===== config.mk =====
export PLATFORM = sky130hd
export DESIGN_NAME = ccl_core
export DESIGN_NICKNAME = d
export VERILOG_FILES = /design/src/rtl/ccl_core.v
export VERILOG_INCLUDE_DIRS = /design/src /design/src/rtl
export SDC_FILE = /design/constraint.sdc
export NUM_CORES = 1
export LEC_CHECK = 0
export BUFFER_PORTS_ARGS = -buffer_cell sky130_fd_sc_hd__clkbuf_2
export CORE_MARGIN = 2
export CORE_UTILIZATION = 58
export DETAILED_ROUTE_END_ITERATION = 10
export HOLD_SLACK_MARGIN = 0.03
export PLACE_DENSITY = 0.88
export SYNTH_ARGS = -nofsm -noshare
export SYNTH_HDL_FRONTEND = slang
export SYNTH_SLANG_ARGS = --single-unit

===== constraint.sdc =====
create_clock -name aclk -period 5.8 [get_ports aclk]
set_input_delay 0.87 -clock aclk [delete_from_list [all_inputs] [get_ports aclk]]
set_output_delay 0.87 -clock aclk [all_outputs]
set_load 0.02 [all_outputs]

===== src/rtl/ccl_map.vh =====
// Offsets, field positions, reset values and operation codes of the condition code block
`ifndef CCL_MAP_VH
`define CCL_MAP_VH

// ****************************************************************
// Register byte offsets on the register bus
// ****************************************************************
`define CCL_OFS_CCW      4'h0
`define CCL_OFS_STATUS   4'h4
`define CCL_OFS_AM_LO    4'h8
`define CCL_OFS_AM_HI    4'hc

// ****************************************************************
// Condition code word field positions
// ****************************************************************
`define CCL_B_HALT       15
`define CCL_B_MTOP       14
`define CCL_B_HALF       13
`define CCL_B_MEXT       12
`define CCL_B_MSB        11
`define CCL_B_ZERO       10
`define CCL_B_SERR       9
`define CCL_B_CARRY      8
`define CCL_F_IPM_HI     7
`define CCL_F_IPM_LO     5
`define CCL_B_SAT        4
`define CCL_F_PK_HI      3
`define CCL_F_PK_LO      0

// ****************************************************************
// Reset values
// ****************************************************************
`define CCL_CCW_RST      16'h00e0
`define CCL_AM_RST       36'h000000000

// ****************************************************************
// Execution unit operation codes
// ****************************************************************
`define CCL_OP_READ      3'h0
`define CCL_OP_ADD       3'h1
`define CCL_OP_SUB       3'h2
`define CCL_OP_AND       3'h3
`define CCL_OP_OR        3'h4
`define CCL_OP_XOR       3'h5
`define CCL_OP_BCDADD    3'h6
`define CCL_OP_ASL       3'h7

// ****************************************************************
// Bus responses
// ****************************************************************
`define CCL_RESP_OKAY    2'h0
`define CCL_RESP_SLVERR  2'h2

`endif


===== src/rtl/ccl_core.v =====
// Condition code word, flag update logic, wide accumulator and register bus slave
//
// The placing of the registers and register access over AXI4-Lite were left to the implementer.
`timescale 1ns/10ps
`include "ccl_map.vh"

// Operation
// - Sixteen-bit word: halt, top ovf, half, ext ovf, msb, zero, serr, carry, mask, sat, bank.
// - Halt bit 0 stops core clocks on halt instruction; 1 makes it a no-op.
// - Set top overflow flag when a wide accumulator operation overflows into bit 35.
// - Set half carry when a carry leaves bit 3 of A or B in BCD add.
// - Set extension overflow flag when wide accumulator overflows into bit 31.
// - Set msb flag when read operand or result has its top bit one.
// - Set zero flag when read operand or result is all zeros.
// - Set signed error flag on two's complement overflow.
// - Set carry flag on arithmetic carry or borrow; shifts also use it.
// - Three-bit priority mask blocks interrupt requests below its value.
// - Saturating transfers return max positive or negative, by sign before overflow.
// - Bank field joined with program counter gives twenty-bit instruction address.
module ccl_core
(
  input  wire        aclk,
  input  wire        aresetn,
  // Register bus
  input  wire [31:0] s_axi_awaddr,
  input  wire        s_axi_awvalid,
  output reg         s_axi_awready,
  input  wire [31:0] s_axi_wdata,
  input  wire [3:0]  s_axi_wstrb,
  input  wire        s_axi_wvalid,
  output reg         s_axi_wready,
  output reg  [1:0]  s_axi_bresp,
  output reg         s_axi_bvalid,
  input  wire        s_axi_bready,
  input  wire [31:0] s_axi_araddr,
  input  wire        s_axi_arvalid,
  output reg         s_axi_arready,
  output reg  [31:0] s_axi_rdata,
  output reg  [1:0]  s_axi_rresp,
  output reg         s_axi_rvalid,
  input  wire        s_axi_rready,
  // Execution unit: sixteen-bit operations
  input  wire        ex_op_valid,
  input  wire [2:0]  ex_op_code,
  input  wire [15:0] ex_opnd_a,
  input  wire [15:0] ex_opnd_b,
  input  wire        ex_opnd_is_b,
  output reg  [15:0] ex_result_q,
  // Execution unit: direct word write by instruction
  input  wire        ex_ccw_wr,
  input  wire [15:0] ex_ccw_wdata,
  // Wide accumulator
  input  wire        am_add_valid,
  input  wire [35:0] am_addend,
  input  wire        am_xfer_round,
  input  wire        am_xfer_trunc,
  output reg  [15:0] am_xfer_data_q,
  // Low-power halt
  input  wire        halt_instr_exec,
  input  wire        halt_wake,
  output reg         core_clk_stop_q,
  output reg         halt_nop_q,
  // Interrupt gate
  input  wire [2:0]  irq_level,
  output reg         irq_accept_q,
  // Address extension
  input  wire [15:0] pc_value,
  output reg  [19:0] inst_addr_q,
  // Word for the core
  output reg  [15:0] ccw_q
);

  // ****************************************************************
  // Decode helper
  // ****************************************************************

  // Address decode shared by the read and write paths
  function [1:0] ccl_dec;
    input [31:0] addr;
    begin
      ccl_dec = addr[3:2];
    end
  endfunction

  function ccl_hit;
    input [31:0] addr;
    begin
      ccl_hit = (addr[31:4] == 28'h0000000) && (addr[1:0] == 2'h0);
    end
  endfunction

  // ****************************************************************
  // Sixteen-bit flag computation
  // ****************************************************************

  reg  [16:0] sum17;
  reg  [4:0]  nib_lo;
  reg  [15:0] res;
  reg         c_new;
  reg         v_new;
  reg         c_upd;
  reg         v_upd;
  reg         h_upd;
  reg         h_new;

  // Result and flags for one operation; c_upd etc. say which flags it defines
  always @*
  begin
    sum17  = 17'h00000;
    nib_lo = 5'h00;
    res    = 16'h0000;
    c_new  = 1'b0;
    v_new  = 1'b0;
    c_upd  = 1'b0;
    v_upd  = 1'b0;
    h_upd  = 1'b0;
    h_new  = 1'b0;
    case (ex_op_code)
      `CCL_OP_READ:
      begin
        res   = ex_opnd_is_b ? ex_opnd_b : ex_opnd_a;
        v_upd = 1'b1;
      end
      `CCL_OP_ADD, `CCL_OP_BCDADD:
      begin
        sum17 = {1'b0, ex_opnd_a} + {1'b0, ex_opnd_b};
        res   = sum17[15:0];
        c_new = sum17[16];
        v_new = (ex_opnd_a[15] == ex_opnd_b[15]) && (res[15] != ex_opnd_a[15]);
        c_upd = 1'b1;
        v_upd = 1'b1;
        if (ex_op_code == `CCL_OP_BCDADD)
        begin
          // Carry out of bit 3 of the addressed accumulator byte
          nib_lo = ex_opnd_is_b ? ({1'b0, ex_opnd_a[3:0]} + {1'b0, ex_opnd_b[3:0]})
                                : ({1'b0, ex_opnd_a[11:8]} + {1'b0, ex_opnd_b[11:8]});
          h_new  = nib_lo[4];
          h_upd  = 1'b1;
        end
      end
      `CCL_OP_SUB:
      begin
        sum17 = {1'b0, ex_opnd_a} - {1'b0, ex_opnd_b};
        res   = sum17[15:0];
        c_new = sum17[16];
        v_new = (ex_opnd_a[15] != ex_opnd_b[15]) && (res[15] != ex_opnd_a[15]);
        c_upd = 1'b1;
        v_upd = 1'b1;
      end
      `CCL_OP_AND:
      begin
        res   = ex_opnd_a & ex_opnd_b;
        v_upd = 1'b1;
      end
      `CCL_OP_OR:
      begin
        res   = ex_opnd_a | ex_opnd_b;
        v_upd = 1'b1;
      end
      `CCL_OP_XOR:
      begin
        res   = ex_opnd_a ^ ex_opnd_b;
        v_upd = 1'b1;
      end
      `CCL_OP_ASL:
      begin
        res   = {ex_opnd_a[14:0], 1'b0};
        c_new = ex_opnd_a[15];
        v_new = ex_opnd_a[15] ^ ex_opnd_a[14];
        c_upd = 1'b1;
        v_upd = 1'b1;
      end
      default:
      begin
        res = 16'h0000;
      end
    endcase
  end

  // ****************************************************************
  // Wide accumulator arithmetic
  // ****************************************************************

  reg  [35:0] am_q;
  reg         am_sign_q;
  wire [36:0] am_sum;
  wire        am_top_ovf;
  wire        am_ext_ovf;

  // One extra bit keeps the true sign even when bit 35 is overrun
  assign am_sum     = {am_q[35], am_q} + {am_addend[35], am_addend};
  assign am_top_ovf = am_sum[36] != am_sum[35];
  assign am_ext_ovf = !((am_sum[35:31] == 5'h00) || (am_sum[35:31] == 5'h1f));

  // ****************************************************************
  // Register bus slave
  // ****************************************************************

  reg  [31:0] aw_addr_q;
  reg  [31:0] w_data_q;
  reg  [3:0]  w_strb_q;
  reg         aw_have_q;
  reg         w_have_q;
  wire        aw_take;
  wire        w_take;
  wire        wr_fire;
  wire        ccw_sw_wr;
  wire [15:0] ccw_sw_data;
  reg  [31:0] rd_word;

  assign aw_take   = s_axi_awvalid && s_axi_awready;
  assign w_take    = s_axi_wvalid && s_axi_wready;
  assign wr_fire   = aw_have_q && w_have_q && !s_axi_bvalid;
  assign ccw_sw_wr = wr_fire && ccl_hit(aw_addr_q) &&
                     (ccl_dec(aw_addr_q) == 2'h0);
  // Byte lanes above the low half carry no bits of the word
  assign ccw_sw_data = {w_strb_q[1] ? w_data_q[15:8] : ccw_q[15:8],
                        w_strb_q[0] ? w_data_q[7:0] : ccw_q[7:0]};

  // Write channel: address and data taken in either order
  always @(posedge aclk)
  begin
    if (!aresetn)
    begin
      s_axi_awready <= 1'b1;
      s_axi_wready  <= 1'b1;
      s_axi_bvalid  <= 1'b0;
      s_axi_bresp   <= `CCL_RESP_OKAY;
      aw_have_q     <= 1'b0;
      w_have_q      <= 1'b0;
      aw_addr_q     <= 32'h00000000;
      w_data_q      <= 32'h00000000;
      w_strb_q      <= 4'h0;
    end
    else
    begin
      if (aw_take)
      begin
        aw_addr_q     <= s_axi_awaddr;
        aw_have_q     <= 1'b1;
        s_axi_awready <= 1'b0;
      end
      if (w_take)
      begin
        w_data_q     <= s_axi_wdata;
        w_strb_q     <= s_axi_wstrb;
        w_have_q     <= 1'b1;
        s_axi_wready <= 1'b0;
      end
      if (wr_fire)
      begin
        s_axi_bvalid <= 1'b1;
        // Read-only words take no write but answer OKAY; holes answer SLVERR
        s_axi_bresp  <= ccl_hit(aw_addr_q) ? `CCL_RESP_OKAY : `CCL_RESP_SLVERR;
        aw_have_q    <= 1'b0;
        w_have_q     <= 1'b0;
      end
      if (s_axi_bvalid && s_axi_bready)
      begin
        s_axi_bvalid  <= 1'b0;
        s_axi_awready <= 1'b1;
        s_axi_wready  <= 1'b1;
      end
    end
  end

  // Read word mux
  always @*
  begin
    rd_word = 32'h00000000;
    case (ccl_dec(s_axi_araddr))
      2'h0:    rd_word = {16'h0000, ccw_q};
      2'h1:    rd_word = {29'h00000000, am_sign_q, halt_nop_q, core_clk_stop_q};
      2'h2:    rd_word = am_q[31:0];
      2'h3:    rd_word = {28'h0000000, am_q[35:32]};
      default: rd_word = 32'h00000000;
    endcase
  end

  // Read channel: one read under way, answer one cycle after the address
  always @(posedge aclk)
  begin
    if (!aresetn)
    begin
      s_axi_arready <= 1'b1;
      s_axi_rvalid  <= 1'b0;
      s_axi_rdata   <= 32'h00000000;
      s_axi_rresp   <= `CCL_RESP_OKAY;
    end
    else if (s_axi_arvalid && s_axi_arready)
    begin
      s_axi_arready <= 1'b0;
      s_axi_rvalid  <= 1'b1;
      s_axi_rdata   <= ccl_hit(s_axi_araddr) ? rd_word : 32'h00000000;
      s_axi_rresp   <= ccl_hit(s_axi_araddr) ? `CCL_RESP_OKAY : `CCL_RESP_SLVERR;
    end
    else if (s_axi_rvalid && s_axi_rready)
    begin
      s_axi_rvalid  <= 1'b0;
      s_axi_arready <= 1'b1;
    end
  end

  // ****************************************************************
  // Condition code word
  // ****************************************************************

  reg  [15:0] ccw_d;

  // Word writes first, then flags the operation defines override them,
  // so a hardware set is never lost to a clear in the same cycle
  always @*
  begin
    ccw_d = ccw_q;
    if (ex_ccw_wr)
      ccw_d = ex_ccw_wdata;
    else if (ccw_sw_wr)
      ccw_d = ccw_sw_data;
    if (ex_op_valid)
    begin
      ccw_d[`CCL_B_MSB]  = res[15];
      ccw_d[`CCL_B_ZERO] = (res == 16'h0000);
      if (v_upd)
        ccw_d[`CCL_B_SERR] = v_new;
      if (c_upd)
        ccw_d[`CCL_B_CARRY] = c_new;
      if (h_upd)
        ccw_d[`CCL_B_HALF] = h_new;
    end
    if (am_add_valid)
    begin
      // Top overflow stays set until written clear
      if (am_top_ovf)
        ccw_d[`CCL_B_MTOP] = 1'b1;
      ccw_d[`CCL_B_MEXT] = am_ext_ovf;
    end
  end

  // Word register; field layout fixed by the map bit positions
  always @(posedge aclk)
  begin
    if (!aresetn)
      ccw_q <= `CCL_CCW_RST;
    else
      ccw_q <= ccw_d;
  end

  // Operation result
  always @(posedge aclk)
  begin
    if (!aresetn)
      ex_result_q <= 16'h0000;
    else if (ex_op_valid)
      ex_result_q <= res;
  end

  // ****************************************************************
  // Wide accumulator and saturating transfers
  // ****************************************************************

  wire        sat_on;
  wire [16:0] rnd_sum;

  assign sat_on  = ccw_q[`CCL_B_SAT] && (ccw_q[`CCL_B_MEXT] || ccw_q[`CCL_B_MTOP]);
  assign rnd_sum = {1'b0, am_q[31:16]} + {16'h0000, am_q[15]};

  // Accumulator and the sign it would have without overflow
  always @(posedge aclk)
  begin
    if (!aresetn)
    begin
      am_q      <= `CCL_AM_RST;
      am_sign_q <= 1'b0;
    end
    else if (am_add_valid)
    begin
      am_q      <= am_sum[35:0];
      am_sign_q <= am_sum[36];
    end
  end

  // Transfer of the upper word, clamped when saturation applies
  always @(posedge aclk)
  begin
    if (!aresetn)
      am_xfer_data_q <= 16'h0000;
    else if (am_xfer_round || am_xfer_trunc)
    begin
      if (sat_on)
        am_xfer_data_q <= am_sign_q ? 16'h8000 : 16'h7fff;
      else if (am_xfer_round)
        am_xfer_data_q <= rnd_sum[15:0];
      else
        am_xfer_data_q <= am_q[31:16];
    end
  end

  // ****************************************************************
  // Low-power halt, interrupt gate, address extension
  // ****************************************************************

  // Clock stop holds until a wake request; halt bit set turns it into a no-op
  always @(posedge aclk)
  begin
    if (!aresetn)
    begin
      core_clk_stop_q <= 1'b0;
      halt_nop_q      <= 1'b0;
    end
    else
    begin
      halt_nop_q <= halt_instr_exec && ccw_q[`CCL_B_HALT];
      if (halt_instr_exec && !ccw_q[`CCL_B_HALT])
        core_clk_stop_q <= 1'b1;
      else if (halt_wake)
        core_clk_stop_q <= 1'b0;
    end
  end

  // Level 0 means no request; lower levels than the mask are blocked
  always @(posedge aclk)
  begin
    if (!aresetn)
      irq_accept_q <= 1'b0;
    else
      irq_accept_q <= (irq_level != 3'h0) &&
                      (irq_level >= ccw_q[`CCL_F_IPM_HI:`CCL_F_IPM_LO]);
  end

  // Twenty-bit fetch address, one cycle behind the inputs
  always @(posedge aclk)
  begin
    if (!aresetn)
      inst_addr_q <= 20'h00000;
    else
      inst_addr_q <= {ccw_q[`CCL_F_PK_HI:`CCL_F_PK_LO], pc_value};
  end

endmodule


[After elaboration in Yosys (flattened, before gate mapping)]
Index checks and enable logic that the tools add are counted.
Cells by class
  add/subtract/negate cells: 6
  multipliers: 0
  divide/modulo/power cells: 0
  magnitude comparators: 1
  equal/unequal tests: 16
  shift operators: 0
  muxes and demuxes: 36
  bitwise gates (word level): 5
  reduce and logical (&&, ||, !) cells: 51
Operators with widths (number)
  $pmux 32 s4: 1
  $pmux 16 s7: 1
  $mux 16: 6
  $logic_not 28->1: 2
  $add 36x36->37: 1
  $mux 32: 1
  $mux 1: 19
  $add 16x16->17: 1
  $logic_and 1x1->1: 17
  $sub 16x16->17: 1
  $add 16x1->16: 1
  $and 16x16->16: 1
  $logic_not 16->1: 1
  $mux 8: 2
  $or 16x16->16: 1
  $xor 16x16->16: 1
  $reduce_bool 3->1: 5
  $eq 3x3->1 const B: 4
  $add 4x4->5: 2
  $reduce_bool 2->1: 5
  $logic_not 2->1: 4
  $reduce_and 2->1: 4
  $reduce_or 8->1: 1
  $eq 3x2->1 const B: 2
  19 further kinds: 31
Storage, ports and cells
  flip-flop bits (word level): 201
  bits in latches: 0
  bits in writable memories: 0
  bits in read-only memories: 0
  input port bits: 221
  output and inout port bits: 112
  logic and storage cells: 141
  memories kept: 0

[Longest topological paths before layout]
Gate-level depths: netlist of the first run.
  word-level depth: 8
  mapped depth: 14
  depth with buffers taken out: 14

[Least setup slack after synthesis of the first run]
OpenSTA, ideal clock, no wires.
  path type: input to register
  from: input port am_addend[19]
  to: register ccw_q[12]
  library setup time: 0.117 ns
  arrival: 3.424 ns
  data required time: 5.683 ns
  slack: 2.259 ns
  stages on the path: 11
  buffers on the path: 0
  cells stage by stage: ha_1 -> and4_4 -> and3_4 -> a221o_1 -> or3_4 -> o21a_4 -> a21o_1 -> a311oi_2 -> nand4_1 -> or2_0 -> a22o_1
On the way
  longest elaborated chain between the ends: 5
  elaborated cells on any way between the ends: 6
  classes of those cells: add/sub: 1; eq/ne: 1; mux: 1; reduce/logical: 3
Ends and longest elaborated chain
  start, declared: line ccl_core.v:54  | input wire [35:0] am_addend,
  $add 36x36->37 *: line ccl_core.v:191  | assign am_sum = {am_q[35], am_q} + {am_addend[35], am_addend};
  $eq 5x5->1 or $logic_not 5->1 (tied branches): line ccl_core.v:193  | assign am_ext_ovf = !((am_sum[35:31] == 5'h00) || (am_sum[35:31] == 5'h1f));
  $logic_or 1x1->1 *: line ccl_core.v:193
  $logic_not 1->1 *: line ccl_core.v:193
  $mux 1 *: line ccl_core.v:330  | if (am_add_valid)
  end signal, assigned: line ccl_core.v:343  | ccw_q <= `CCL_CCW_RST;
  end signal, assigned: line ccl_core.v:345  | ccw_q <= ccw_d;
  end, declared: line ccl_core.v:70  | output reg [15:0] ccw_q
Mark *: on every way between the ends. The rest lies on a longest branch, timed or not.
A chain may end at the register's enable or synchronous reset.

[Final worst setup path of the first run]
  from: input port ex_op_code[0]
  to: register ex_result_q[14]
On the way
  longest elaborated chain between the ends: 3
  elaborated cells on any way between the ends: 10
  classes of those cells: eq/ne: 7; mux: 1; reduce/logical: 2
Ends and longest elaborated chain
  start, declared: line ccl_core.v:44  | input wire [2:0] ex_op_code,
  $eq 3x3->1 or $eq 3x1->1 (tied branches)
  $reduce_or 2->1: line ccl_core.v:118  | case (ex_op_code)
  $pmux 16 s7 *: line ccl_core.v:118
  end signal, assigned: line ccl_core.v:354  | ex_result_q <= res;
  end, declared: line ccl_core.v:48  | output reg [15:0] ex_result_q,
Marked as above.

==> metrics.md, run 1 <==
| Metric | Value |
|---|---|
| I/O pin count | 333 |
| Rows | 54 |
| Synth Register Bits | 199 |
| Share of layout cells above drive strength 1 | 21.2% |
| Clk_skew | 18.1 ps |
| CP max stage cell | nor2_1 |
| Worst rel slew slack | 17.1% |
| Total power | 4.11 mW |
| Worst Setup Start Kind | primary input |
| Crit-path cells | clkbuf_2, nand2b_1, nor2_1, a211oi_1, o21ai_0, a41oi_1, a2111oi_0, o21ai_0, a21oi_1 |
| Maximum vdd drop | 0.252 mV |
| Crit path kind | primary input to flip-flop |
| PwrDens | 275 nW/µm² |
| Placer congestion estimate | 0.985 |
| Cell mode on critical path | o21ai_0 |
| Count of final max-slew check failures | 0 |
| Initial Utilization | 58.5% |
| FF-to-FF End | ccw_q[12]$_SDFFE_PN0P_ |
| Dpl cells | 2107 |
| Number of buffers and inverters on the critical path | 1 |
| Synth Area per Inst | 7.94 µm² |
| Post_cts resized | 0 |
| Hold_sp | s_axi_rdata[6]$_SDFFE_PN0P_ |
| Via/cell ratio | 6.13 |
| H-tree depth | 4 |
| Iteration-0 DRC Markers | 1059 |
| Maximum number of pins on one net before global-route repair | 96 |
| Max Cap Viol | 0 |
| HPWL Detailed | 29800 µm |
| Area delta synth->final | 18.2% |
| Ys flop type | dfxtp_1 |
| Chip width | 152 µm |
| Drt first pass iters | 8 |
| Critical path data arrival time | 4280 ps |
| Largest cells by area after synthesis | dfxtp_1 (32%), ha_1 (8.9%), a21oi_1 (7.4%) |
| Drt total wl | 40600 µm |
| Slowest stage delay, CP | 990 ps |
| First-pass GRT wire length | 62000 µm |
| Count leader, synth | dfxtp_1 |
| Tmin final | 3910 ps |
| Achievable Freq | 0.256 GHz |
| Total CTS buffers | 17 |
| DR WL/cell | 19.0 µm |
| Register area share after synthesis | 31.5% |
| Global-route usage over all layers | 34.2% |
| CTS root buffer | clkbuf_16 |
| Vias | 13100 |
| Setup Viol. Count Final | 0 |
| Post-Syn Instances | 1593 |
| Buffers on Ports | 312 |
| Die area | 23000 µm² |
| Final nets | 2160 |
| Synth warn | 0 |
| Synth area leader | dfxtp_1 |
| Unrepaired setup endpoints after global routing | no |
| Clock sinks | 199 |
| Grt total ovfl | 0 |
| DRC viols | 0 |
| Status | completed |
| Synth top cells by count | dfxtp_1 (199), nand2_1 (195), a21oi_1 (188) |
| Clock buffer depth | 2 |
| Count of cell types in the netlist | 83 |
| Vias in the first global route | 12000 |
| Die span in y | 152 µm |
| CTS Hold Bufs | 0 |
| P_leak | 7.02 nW |
| Post-DP Area | 14300 µm² |
| Hold Fails Final Rpt | 0 |
| Synth async-reset ratio | 0% |
| Fin crit share | 67.4% |
| Crit end category | flip-flop |
| Critical Path Fanout Max | 32 |
| Hold endpoint | s_axi_rdata[6]$_SDFFE_PN0P_ |
| Final std cells w/o fill | 2142 |
| Insertion delay to the later sink of the worst-skew pair | 450 ps |
| Setup bufs post-CTS | 0 |
| Slew @ Worst Pin | 1240 ps |
| Hold WC Path Type | flip-flop to flip-flop |
| Final ANT Viol Nets | 0 |
| Worst EP required | 6170 ps |
| R2r setup slk | 2370 ps |
| Area share of the largest cell type after synthesis | 31.5% |
| FF-to-FF Start | am_q[20]$_SDFFE_PN0P_ |
| EDFF count, synth | 0 |
| Core ar. | 21600 µm² |
| Cell area after layout | 14900 µm² |
| Synth Cell Area | 12600 µm² |
| Antenna violations before repair | 3 |
| TNS Setup | 0 ps |
| CTS tree | yes |
| R2R depth | 11 |
| Worst Hold Depth | 2 |
| CP delay by family, top | compound AO/OA/AOI/OAI gates |
| CTS clk-pin slew, worst paths | 90 ps |
-- flip-flops by register name, indices dropped and copies added (netlist names), 2 cells and up --
register / flops
ex_result_q: 16
am_q: 36
inst_addr_q: 20
w_data_q: 16
s_axi_rdata: 32
ccw_q: 16
w_strb_q: 2
aw_addr_q: 32
am_xfer_data_q: 16
-- worst max path at each step --
stage | endpoint | cells after the start | slack [ps] | start
2_1_floorplan | ccw_q[12]$_SDFFE_PN0P_ | 11 | 2260 | am_addend[19]
3_3_place_gp | ccw_q[10]$_SDFFE_PN0P_ | 10 | 1650 | ex_op_code[2]
3_5_place_dp | ex_result_q[14]$_SDFFE_PN0P_ | 14 | 1630 | ex_opnd_a[0]
4_1_cts | ccw_q[10]$_SDFFE_PN0P_ | 10 | 2020 | ex_op_code[2]
5_1_grt | ccw_q[10]$_SDFFE_PN0P_ | 10 | 1720 | ex_op_code[2]
6_report | ex_result_q[14]$_SDFFE_PN0P_ | 9 | 1890 | ex_op_code[0]
-- cell usage in the layout (no fill, tap or decap), drive strengths merged, types with 12 or more instances in the layout --
master,Yosys,final
and2,25,25
nand4,13,13
xor2,22,22
nor4,21,21
a21o,36,36
nand2b,19,19
o211ai,18,18
nor3,22,22
inv,68,78
mux2i,83,83
a21oi,188,188
nand2,195,195
and3,12,12
xnor2,26,26
nand3,22,22
clkbuf,65,329
a22oi,16,16
dfxtp,199,199
a211oi,29,29
nor2,156,156
o21ai,69,69
or3,22,22
ha,90,90
-- final cells by class --
class | instances | area, µm²
clock inverter | 15 | 218
sequential | 199 | 3980
timing repair buffer | 321 | 1630
clock buffer | 17 | 425
tap | 280 | 350
inverter | 69 | 262
antenna | 3 | 7.51
fill | 1846 | 6680
multi-input combinational | 1238 | 8070
-- where the power goes --
group          switching, mW  internal (mW)  leakage (nW)
Combinational          0.728          0.505          5.07
Sequential             0.111           1.48          1.63
Clock                  0.677          0.611         0.308
-- worst reg2reg max path, cell delays in order, from the launching register on --
cell	delay, ps
dfxtp_1	470
ha_1	340
a211oi_1	340
o21ai_0	160
a221oi_1	340
o32ai_1	250
a21oi_1	430
o21ai_0	160
a21oi_1	270
xor2_1	260
a21oi_1	100
a22o_1	210
-- cells by family after synthesis --
family | synth area share, %
simple gates | 20.0
flops | 31.5
other cells | 0.0297
buf+inv | 4.78
compound gates | 23.1
fa+ha+maj | 9.38
xor+xnor | 3.32
mux | 7.91
-- metal layers --
metal / share of wire, % / GRT usage, % / vias up / routed length (µm)
li1: - / - / 6189 / -
met1: 41 / 44.8 / 6175 / 16700
met2: 46 / 56.0 / 667 / 18700
met3: 9.2 / 6.14 / 103 / 3730
met4: 3.6 / 13.4 / 0 / 1440
met5: 0 / 0 / - / 0
-- per-stage QoR --
stage	setup WS [ps]	hold slack, ps	utilization [%]
floorplan	2260	434	-
global placement	1650	439	66.1
detailed placement	1630	446	66.1
CTS	2020	457	69.1
global route	1720	469	69.1
finish	1890	452	69.1
Note: power is estimated with default switching activity, not from simulation.
==> inputs of run 2 (changes only) <==
Settings changed: CORE_UTILIZATION 58 to 54, PLACE_DENSITY 0.88 to 0.82.
Clock period 5.8 ns to 3.63 ns, I/O delays scaled along.
==> metrics.md, run 2 (same netlist as run 1, synthesis figures left out) <==
| Metric | Value |
|---|---|
| PwrDens | 432 nW/µm² (was 275 nW/µm²) |
| Largest Register | am_q (unchanged) |
| DRC viols | 0 (unchanged) |
| CTS clk-pin slew, worst paths | 90 ps (about the same) |
| Slowest stage delay, CP | 400 ps (was 990 ps) |
| Maximum number of pins on one net before global-route repair | 162 (was 96) |
| Crit path kind | flip-flop to flip-flop (was primary input to flip-flop) |
| Fin crit share | 90.2% |
| Antenna violations before repair | 1 (was 3) |
| H-tree depth | 4 (unchanged) |
| Chip width | 157 µm (was 152 µm) |
| Total CTS buffers | 17 (unchanged) |
| Initial Utilization | 55.3% (was 58.5%) |
| Most frequent cells in the layout | clkbuf_2 (312), dfxtp_1 (199), nand2_1 (195) (unchanged) |
| Slew @ Worst Pin | 1080 ps (was 1240 ps) |
| Clk_skew | 26.4 ps (was 18.1 ps) |
| Drt first pass iters | 7 (was 8) |
| Iteration-0 DRC Markers | 944 (was 1059) |
| Final nets | 2198 (was 2160) |
| Post_cts resized | 0 (unchanged) |
| Via/cell ratio | 5.89 (was 6.13) |
| Cell area after layout | 15300 µm² (was 14900 µm²) |
| Unrepaired setup endpoints after global routing | no (unchanged) |
| Maximum vdd drop | 0.367 mV (was 0.252 mV) |
| Critical Path Fanout Max | 5 (was 32) |
| FF-to-FF Start | am_q[0]$_SDFFE_PN0P_ (was am_q[20]$_SDFFE_PN0P_) |
| Setup bufs post-CTS | 0 (unchanged) |
| Crit-path cells | ha_1, inv_1, fa_1, nand2b_1, a21o_1, a21o_2, a21oi_1, o21a_4, a211oi_1, a311oi_2, nand4_1, or2_0, a22o_1 (was clkbuf_2, nand2b_1, nor2_1, a211oi_1, o21ai_0, a41oi_1, a2111oi_0, o21ai_0, a21oi_1) |
| Post-DP Area | 14600 µm² (was 14300 µm²) |
| Area delta synth->final | 20.9% (was 18.2%) |
| First-pass GRT wire length | 63200 µm (was 62000 µm) |
| R2r setup slk | 360 ps (was 2370 ps) |
| CTS Hold Bufs | 0 (unchanged) |
| Clock sinks | 199 (unchanged) |
| Hold WS | 298 ps (was 452 ps) |
| Count of final max-slew check failures | 0 (unchanged) |
| Rows | 55 (was 54) |
| Core ar. | 22800 µm² (was 21600 µm²) |
| Setup Viol. Count Final | 0 (unchanged) |
| CTS root buffer | clkbuf_16 (unchanged) |
| Max reg flops | 36 (unchanged) |
| Worst rel slew slack | 27.8% (was 17.1%) |
| Global-route usage over all layers | 32.1% (was 34.2%) |
| Vias | 13000 (was 13100) |
| Max Cap Viol | 0 (unchanged) |
| Hold Fails Final Rpt | 0 (unchanged) |
| DR WL/cell | 18.0 µm (was 19.0 µm) |
| Die area | 24700 µm² (was 23000 µm²) |
| Tmin final | 3270 ps |
| Hold WC Path Type | primary input to flip-flop (was flip-flop to flip-flop) |
| Vias in the first global route | 12400 (was 12000) |
| Drt total wl | 39800 µm (was 40600 µm) |
| Share of layout cells above drive strength 1 | 22.8% (was 21.2%) |
| CTS tree | yes (unchanged) |
| CP max stage cell | fa_1 (was nor2_1) |
| Worst EP required | 3960 ps (was 6170 ps) |
| Placer congestion estimate | 0.958 (was 0.985) |
| Commonest non-fill, non-tap cell in the layout | clkbuf_2 (unchanged) |
| Fillers | 2033 (was 1846) |
| Critical path data arrival time | 3600 ps (was 4280 ps) |
| I/O pin count | 333 (unchanged) |
| Worst Setup Start Kind | flip-flop (was primary input) |
| Hold_sp | s_axi_awvalid (was s_axi_rdata[6]$_SDFFE_PN0P_) |
| Final ANT Viol Nets | 0 (unchanged) |
| Die span in y | 157 µm (was 152 µm) |
| Clock buffer depth | 2 (unchanged) |
| P_leak | 7.21 nW (was 7.02 nW) |
| Status | completed (unchanged) |
| Largest registers | am_q: 36 flops, aw_addr_q: 32 flops, s_axi_rdata: 32 flops (unchanged) |
| Buffers on Ports | 312 (unchanged) |
| Crit end category | flip-flop (unchanged) |
| HPWL Detailed | 30000 µm (was 29800 µm) |
| Achievable Freq | 0.305 GHz |
| Critical Path Source | am_q[0]$_SDFFE_PN0P_ (was ex_op_code[0]) |
| Grt total ovfl | 0 (unchanged) |
| Insertion delay to the later sink of the worst-skew pair | 450 ps (about the same) |
run 2: changes by cell type in the layout (fill, tap and decap cells not counted), sizes merged:
| cell | previous run | this run |
|---|---|---|
| buf | 9 | 47 |
| clkinv | 6 | 7 |
| diode | 3 | 1 |
| inv | 78 | 77 |
run 2: worst max-delay path: cells and delay by family, from the launching register on:
kind,cells,cell delay [ps]
DFF,1,380
adders and majority gates,2,630
AOI/OAI and AO/OA,7,1530
buffers and inverters,1,70
and+or+nand+nor,3,530
run 2: worst paths after layout:
check / to / cells past startpoint
worst min-delay path: s_axi_awready$_SDFFE_PP1P_ / 2
worst max-delay path: ccw_q[12]$_SDFFE_PN0P_ / 13
worst min register to register: w_data_q[5]$_SDFFE_PN0P_ / 2
worst max register to register: ccw_q[12]$_SDFFE_PN0P_ / 13
run 2: layer usage:
| metal | GRT usage [%] | up-vias | share of wire (%) |
|---|---|---|---|
| met5 | 0 | - | 0 |
| met4 | 14.8 | 0 | 4.8 |
| met3 | 5.62 | 129 | 8.2 |
| met2 | 51.8 | 618 | 45 |
| met1 | 41.8 | 6017 | 42 |
| li1 | - | 6264 | - |
run 2: layout make-up:
type | instances | area, µm² | share of cell area (%)
Antenna cell | 1 | 2.50 | 0.0164
Clock buffer | 17 | 425 | 2.78
Tap cell | 313 | 392 | 2.56
Timing Repair Buffer | 359 | 1930 | 12.6
Inverter | 69 | 262 | 1.71
Sequential cell | 199 | 3980 | 26.1
Clock inverter | 15 | 224 | 1.47
Multi-Input combinational cell | 1238 | 8070 | 52.8
run 2: where the power goes:
part	switching (mW)	internal [mW]
Combinational	1.18	0.855
Sequential	0.152	2.36
Clock	1.08	0.980
Total	2.41	4.19
run 2: metrics by stage:
| stage | instances | setup WS [ps] | util (%) | total power [mW] | setup TNS (ps) |
|---|---|---|---|---|---|
| 2_1_floorplan | 1594 | 415 | - | 3.91 | 0 |
| 3_3_place_gp | 2178 | 15.4 | 64.0 | 4.49 | 0 |
| 3_5_place_dp | 2178 | -8.97 | 64.0 | 4.54 | -8.97 |
| 4_1_cts | 2210 | 373 | 66.9 | 6.61 | 0 |
| 5_1_grt | 2210 | 138 | 66.9 | 6.96 | 0 |
| 6_report | 2211 | 357 | 66.9 | 6.60 | 0 |
==> inputs of run 3 (changes only) <==
Settings changed: BUFFER_PORTS_ARGS -buffer_cell sky130_fd_sc_hd__clkbuf_2 to -buffer_cell sky130_fd_sc_hd__buf_2.
==> metrics.md, run 3 (same netlist as run 1, synthesis figures left out) <==
| Metric | Value |
|---|---|
| FF-to-FF End | ccw_q[12]$_SDFFE_PN0P_ (unchanged) |
| Setup Viol. Count Final | 0 (unchanged) |
| Status | completed (unchanged) |
| Hold endpoint | inst_addr_q[13]$_SDFF_PN0_ (was s_axi_awready$_SDFFE_PP1P_) |
| Multi-input logic area | 8070 µm² (unchanged) |
| Share of layout cells above drive strength 1 | 22.8% (about the same) |
| Initial Utilization | 55.3% (unchanged) |
| Drt first pass iters | 5 (was 7) |
| R2r setup slk | 420 ps (was 360 ps) |
| Worst EP required | 3990 ps (was 3960 ps) |
| Vias | 12900 (was 13000) |
| Cell area after layout | 15300 µm² (about the same) |
| Global-route usage over all layers | 31.2% (was 32.1%) |
| Unrepaired setup endpoints after global routing | no (unchanged) |
| Final nets | 2197 (was 2198) |
| Register Area | 3980 µm² (unchanged) |
| Setup bufs post-CTS | 0 (unchanged) |
| HPWL Detailed | 29800 µm (was 30000 µm) |
| Achievable Freq | 0.305 GHz (about the same) |
| Post_cts resized | 0 (unchanged) |
| Pre-CTS setup slack | 43.5 ps (was -8.97 ps) |
| Clock sinks | 199 (unchanged) |
| Worst rel slew slack | 24.2% (was 27.8%) |
| Total CTS buffers | 17 (unchanged) |
| Critical Path Fanout Max | 4 (was 5) |
| Drt total wl | 39600 µm (was 39800 µm) |
| Maximum number of pins on one net before global-route repair | 162 (unchanged) |
| Worst Hold Depth | 2 (unchanged) |
| Max reg flops | 36 (unchanged) |
| Largest registers | am_q: 36 flops, aw_addr_q: 32 flops, s_axi_rdata: 32 flops (unchanged) |
| TNS Setup | 0 ps (unchanged) |
| FF-to-FF Start | am_q[2]$_SDFFE_PN0P_ (was am_q[0]$_SDFFE_PN0P_) |
| Fillers | 1985 (was 2033) |
| Worst Setup Start Kind | primary input (was flip-flop) |
| CTS clk-pin slew, worst paths | 80 ps (was 90 ps) |
| Maximum vdd drop | 0.383 mV (was 0.367 mV) |
| Hold WC Path Type | primary input to flip-flop (unchanged) |
| Insertion delay to the later sink of the worst-skew pair | 450 ps (about the same) |
| CTS root buffer | clkbuf_16 (unchanged) |
| Final ANT Viol Nets | 0 (unchanged) |
| Hold Fails Final Rpt | 0 (unchanged) |
| Fin crit share | 90.4% (was 90.2%) |
| Slew @ Worst Pin | 1140 ps (was 1080 ps) |
| Hold_sp | pc_value[13] (was s_axi_awvalid) |
| Vias in the first global route | 12000 (was 12400) |
| Crit end category | flip-flop (unchanged) |
| Post-DP Area | 14600 µm² (about the same) |
| H-tree depth | 4 (unchanged) |
| Setup WS post-layout | 349 ps (was 357 ps) |
| I/O pin count | 333 (unchanged) |
| Clk_skew | 18.7 ps (was 26.4 ps) |
| Placer congestion estimate | 0.978 (was 0.958) |
| Via/cell ratio | 5.82 (was 5.89) |
| Max Cap Viol | 0 (unchanged) |
| CTS tree | yes (unchanged) |
| PwrDens | 428 nW/µm² (was 432 nW/µm²) |
| Count of final max-slew check failures | 0 (unchanged) |
| Post-Route Utilization | 66.8% (was 66.9%) |
| Crit path kind | primary input to flip-flop (was flip-flop to flip-flop) |
| Core ar. | 22800 µm² (unchanged) |
| Area delta synth->final | 20.6% (was 20.9%) |
| Commonest non-fill, non-tap cell in the layout | buf_2 (was clkbuf_2) |
| Iteration-0 DRC Markers | 996 (was 944) |
| R2R depth | 11 (was 13) |
| First-pass GRT wire length | 61000 µm (was 63200 µm) |
| P_leak | 7.22 nW (was 7.21 nW) |
| Largest Register | am_q (unchanged) |
| CTS Hold Bufs | 0 (unchanged) |
| Critical path data arrival time | 3650 ps (was 3600 ps) |
| Buffers on Ports | 312 (unchanged) |
| DR WL/cell | 17.9 µm (was 18.0 µm) |
| Rows | 55 (unchanged) |
| DRC viols | 0 (unchanged) |
| Most frequent cells in the layout | buf_2 (312), dfxtp_1 (199), nand2_1 (195) (was clkbuf_2 (312), dfxtp_1 (199), nand2_1 (195)) |
| Die area | 24700 µm² (unchanged) |
| Chip width | 157 µm (unchanged) |
| Die span in y | 157 µm (unchanged) |
| Clock buffer depth | 2 (unchanged) |
| Antenna violations before repair | 4 (was 1) |
| Grt total ovfl | 0 (unchanged) |
| Tmin final | 3280 ps (was 3270 ps) |
run 3: cell count changes in the layout (fill, tap and decap cells not counted):
cell      delta
clkinv_2     +1
inv_8        -2
buf_4        -1
clkbuf_2   -312
buf_2      +312
diode_2      +3
inv_16       -2
inv_6        +3
run 3: area by class of cell:
type | count | area share, %
multi-input cells | 1238 | 52.9
well taps | 313 | 2.57
inverters | 69 | 1.71
diodes | 4 | 0.0656
repair buffers | 358 | 12.6
clock inverters | 15 | 1.26
clock buffers | 17 | 2.79
flip-flops and latches | 199 | 26.1
run 3: worst max path at each step:
stage,start,end,cells after the start
floorplan,am_addend[19],ccw_q[12]$_SDFFE_PN0P_,11
finish,ex_opnd_a[0],ex_result_q[14]$_SDFFE_PN0P_,14
global placement,ex_opnd_a[0],ccw_q[10]$_SDFFE_PN0P_,15
global route,ex_opnd_a[0],ex_result_q[14]$_SDFFE_PN0P_,14
detailed placement,ex_opnd_a[0],ccw_q[10]$_SDFFE_PN0P_,15
CTS,ex_opnd_a[0],ex_result_q[14]$_SDFFE_PN0P_,14
run 3: metrics by stage:
stage	instances	hold WS (ps)	power [mW]
final	2213	302	6.53
after global routing	2211	288	6.85
after CTS	2209	288	6.51
after detailed placement	2177	442	4.53
after global placement	2177	436	4.48
after floorplan	1594	434	3.91
run 3: worst max-delay path, stage by stage:
cell,delay (ps)
buf_2,130
inv_1,90
ha_1,190
inv_1,60
fa_1,410
nand2b_1,130
a221o_1,180
nand3_1,150
a41oi_1,470
o31ai_2,150
a21o_1,220
a2111oi_0,620
o21ai_0,160
a21oi_1,150
run 3: metal layers:
| layer | vias to the layer above | track usage (%) | routed length (µm) |
|---|---|---|---|
| li1 | 6262 | - | - |
| met1 | 6019 | 40.8 | 17200 |
| met2 | 499 | 51.4 | 18100 |
| met3 | 105 | 5.01 | 2730 |
| met4 | 2 | 12.6 | 1520 |
| met5 | - | 0 | 13 |
run 3: report_power, final:
group          internal [mW]  switching (mW)
combinational          0.854            1.16
sequential              2.36           0.150
clock                  0.952            1.05
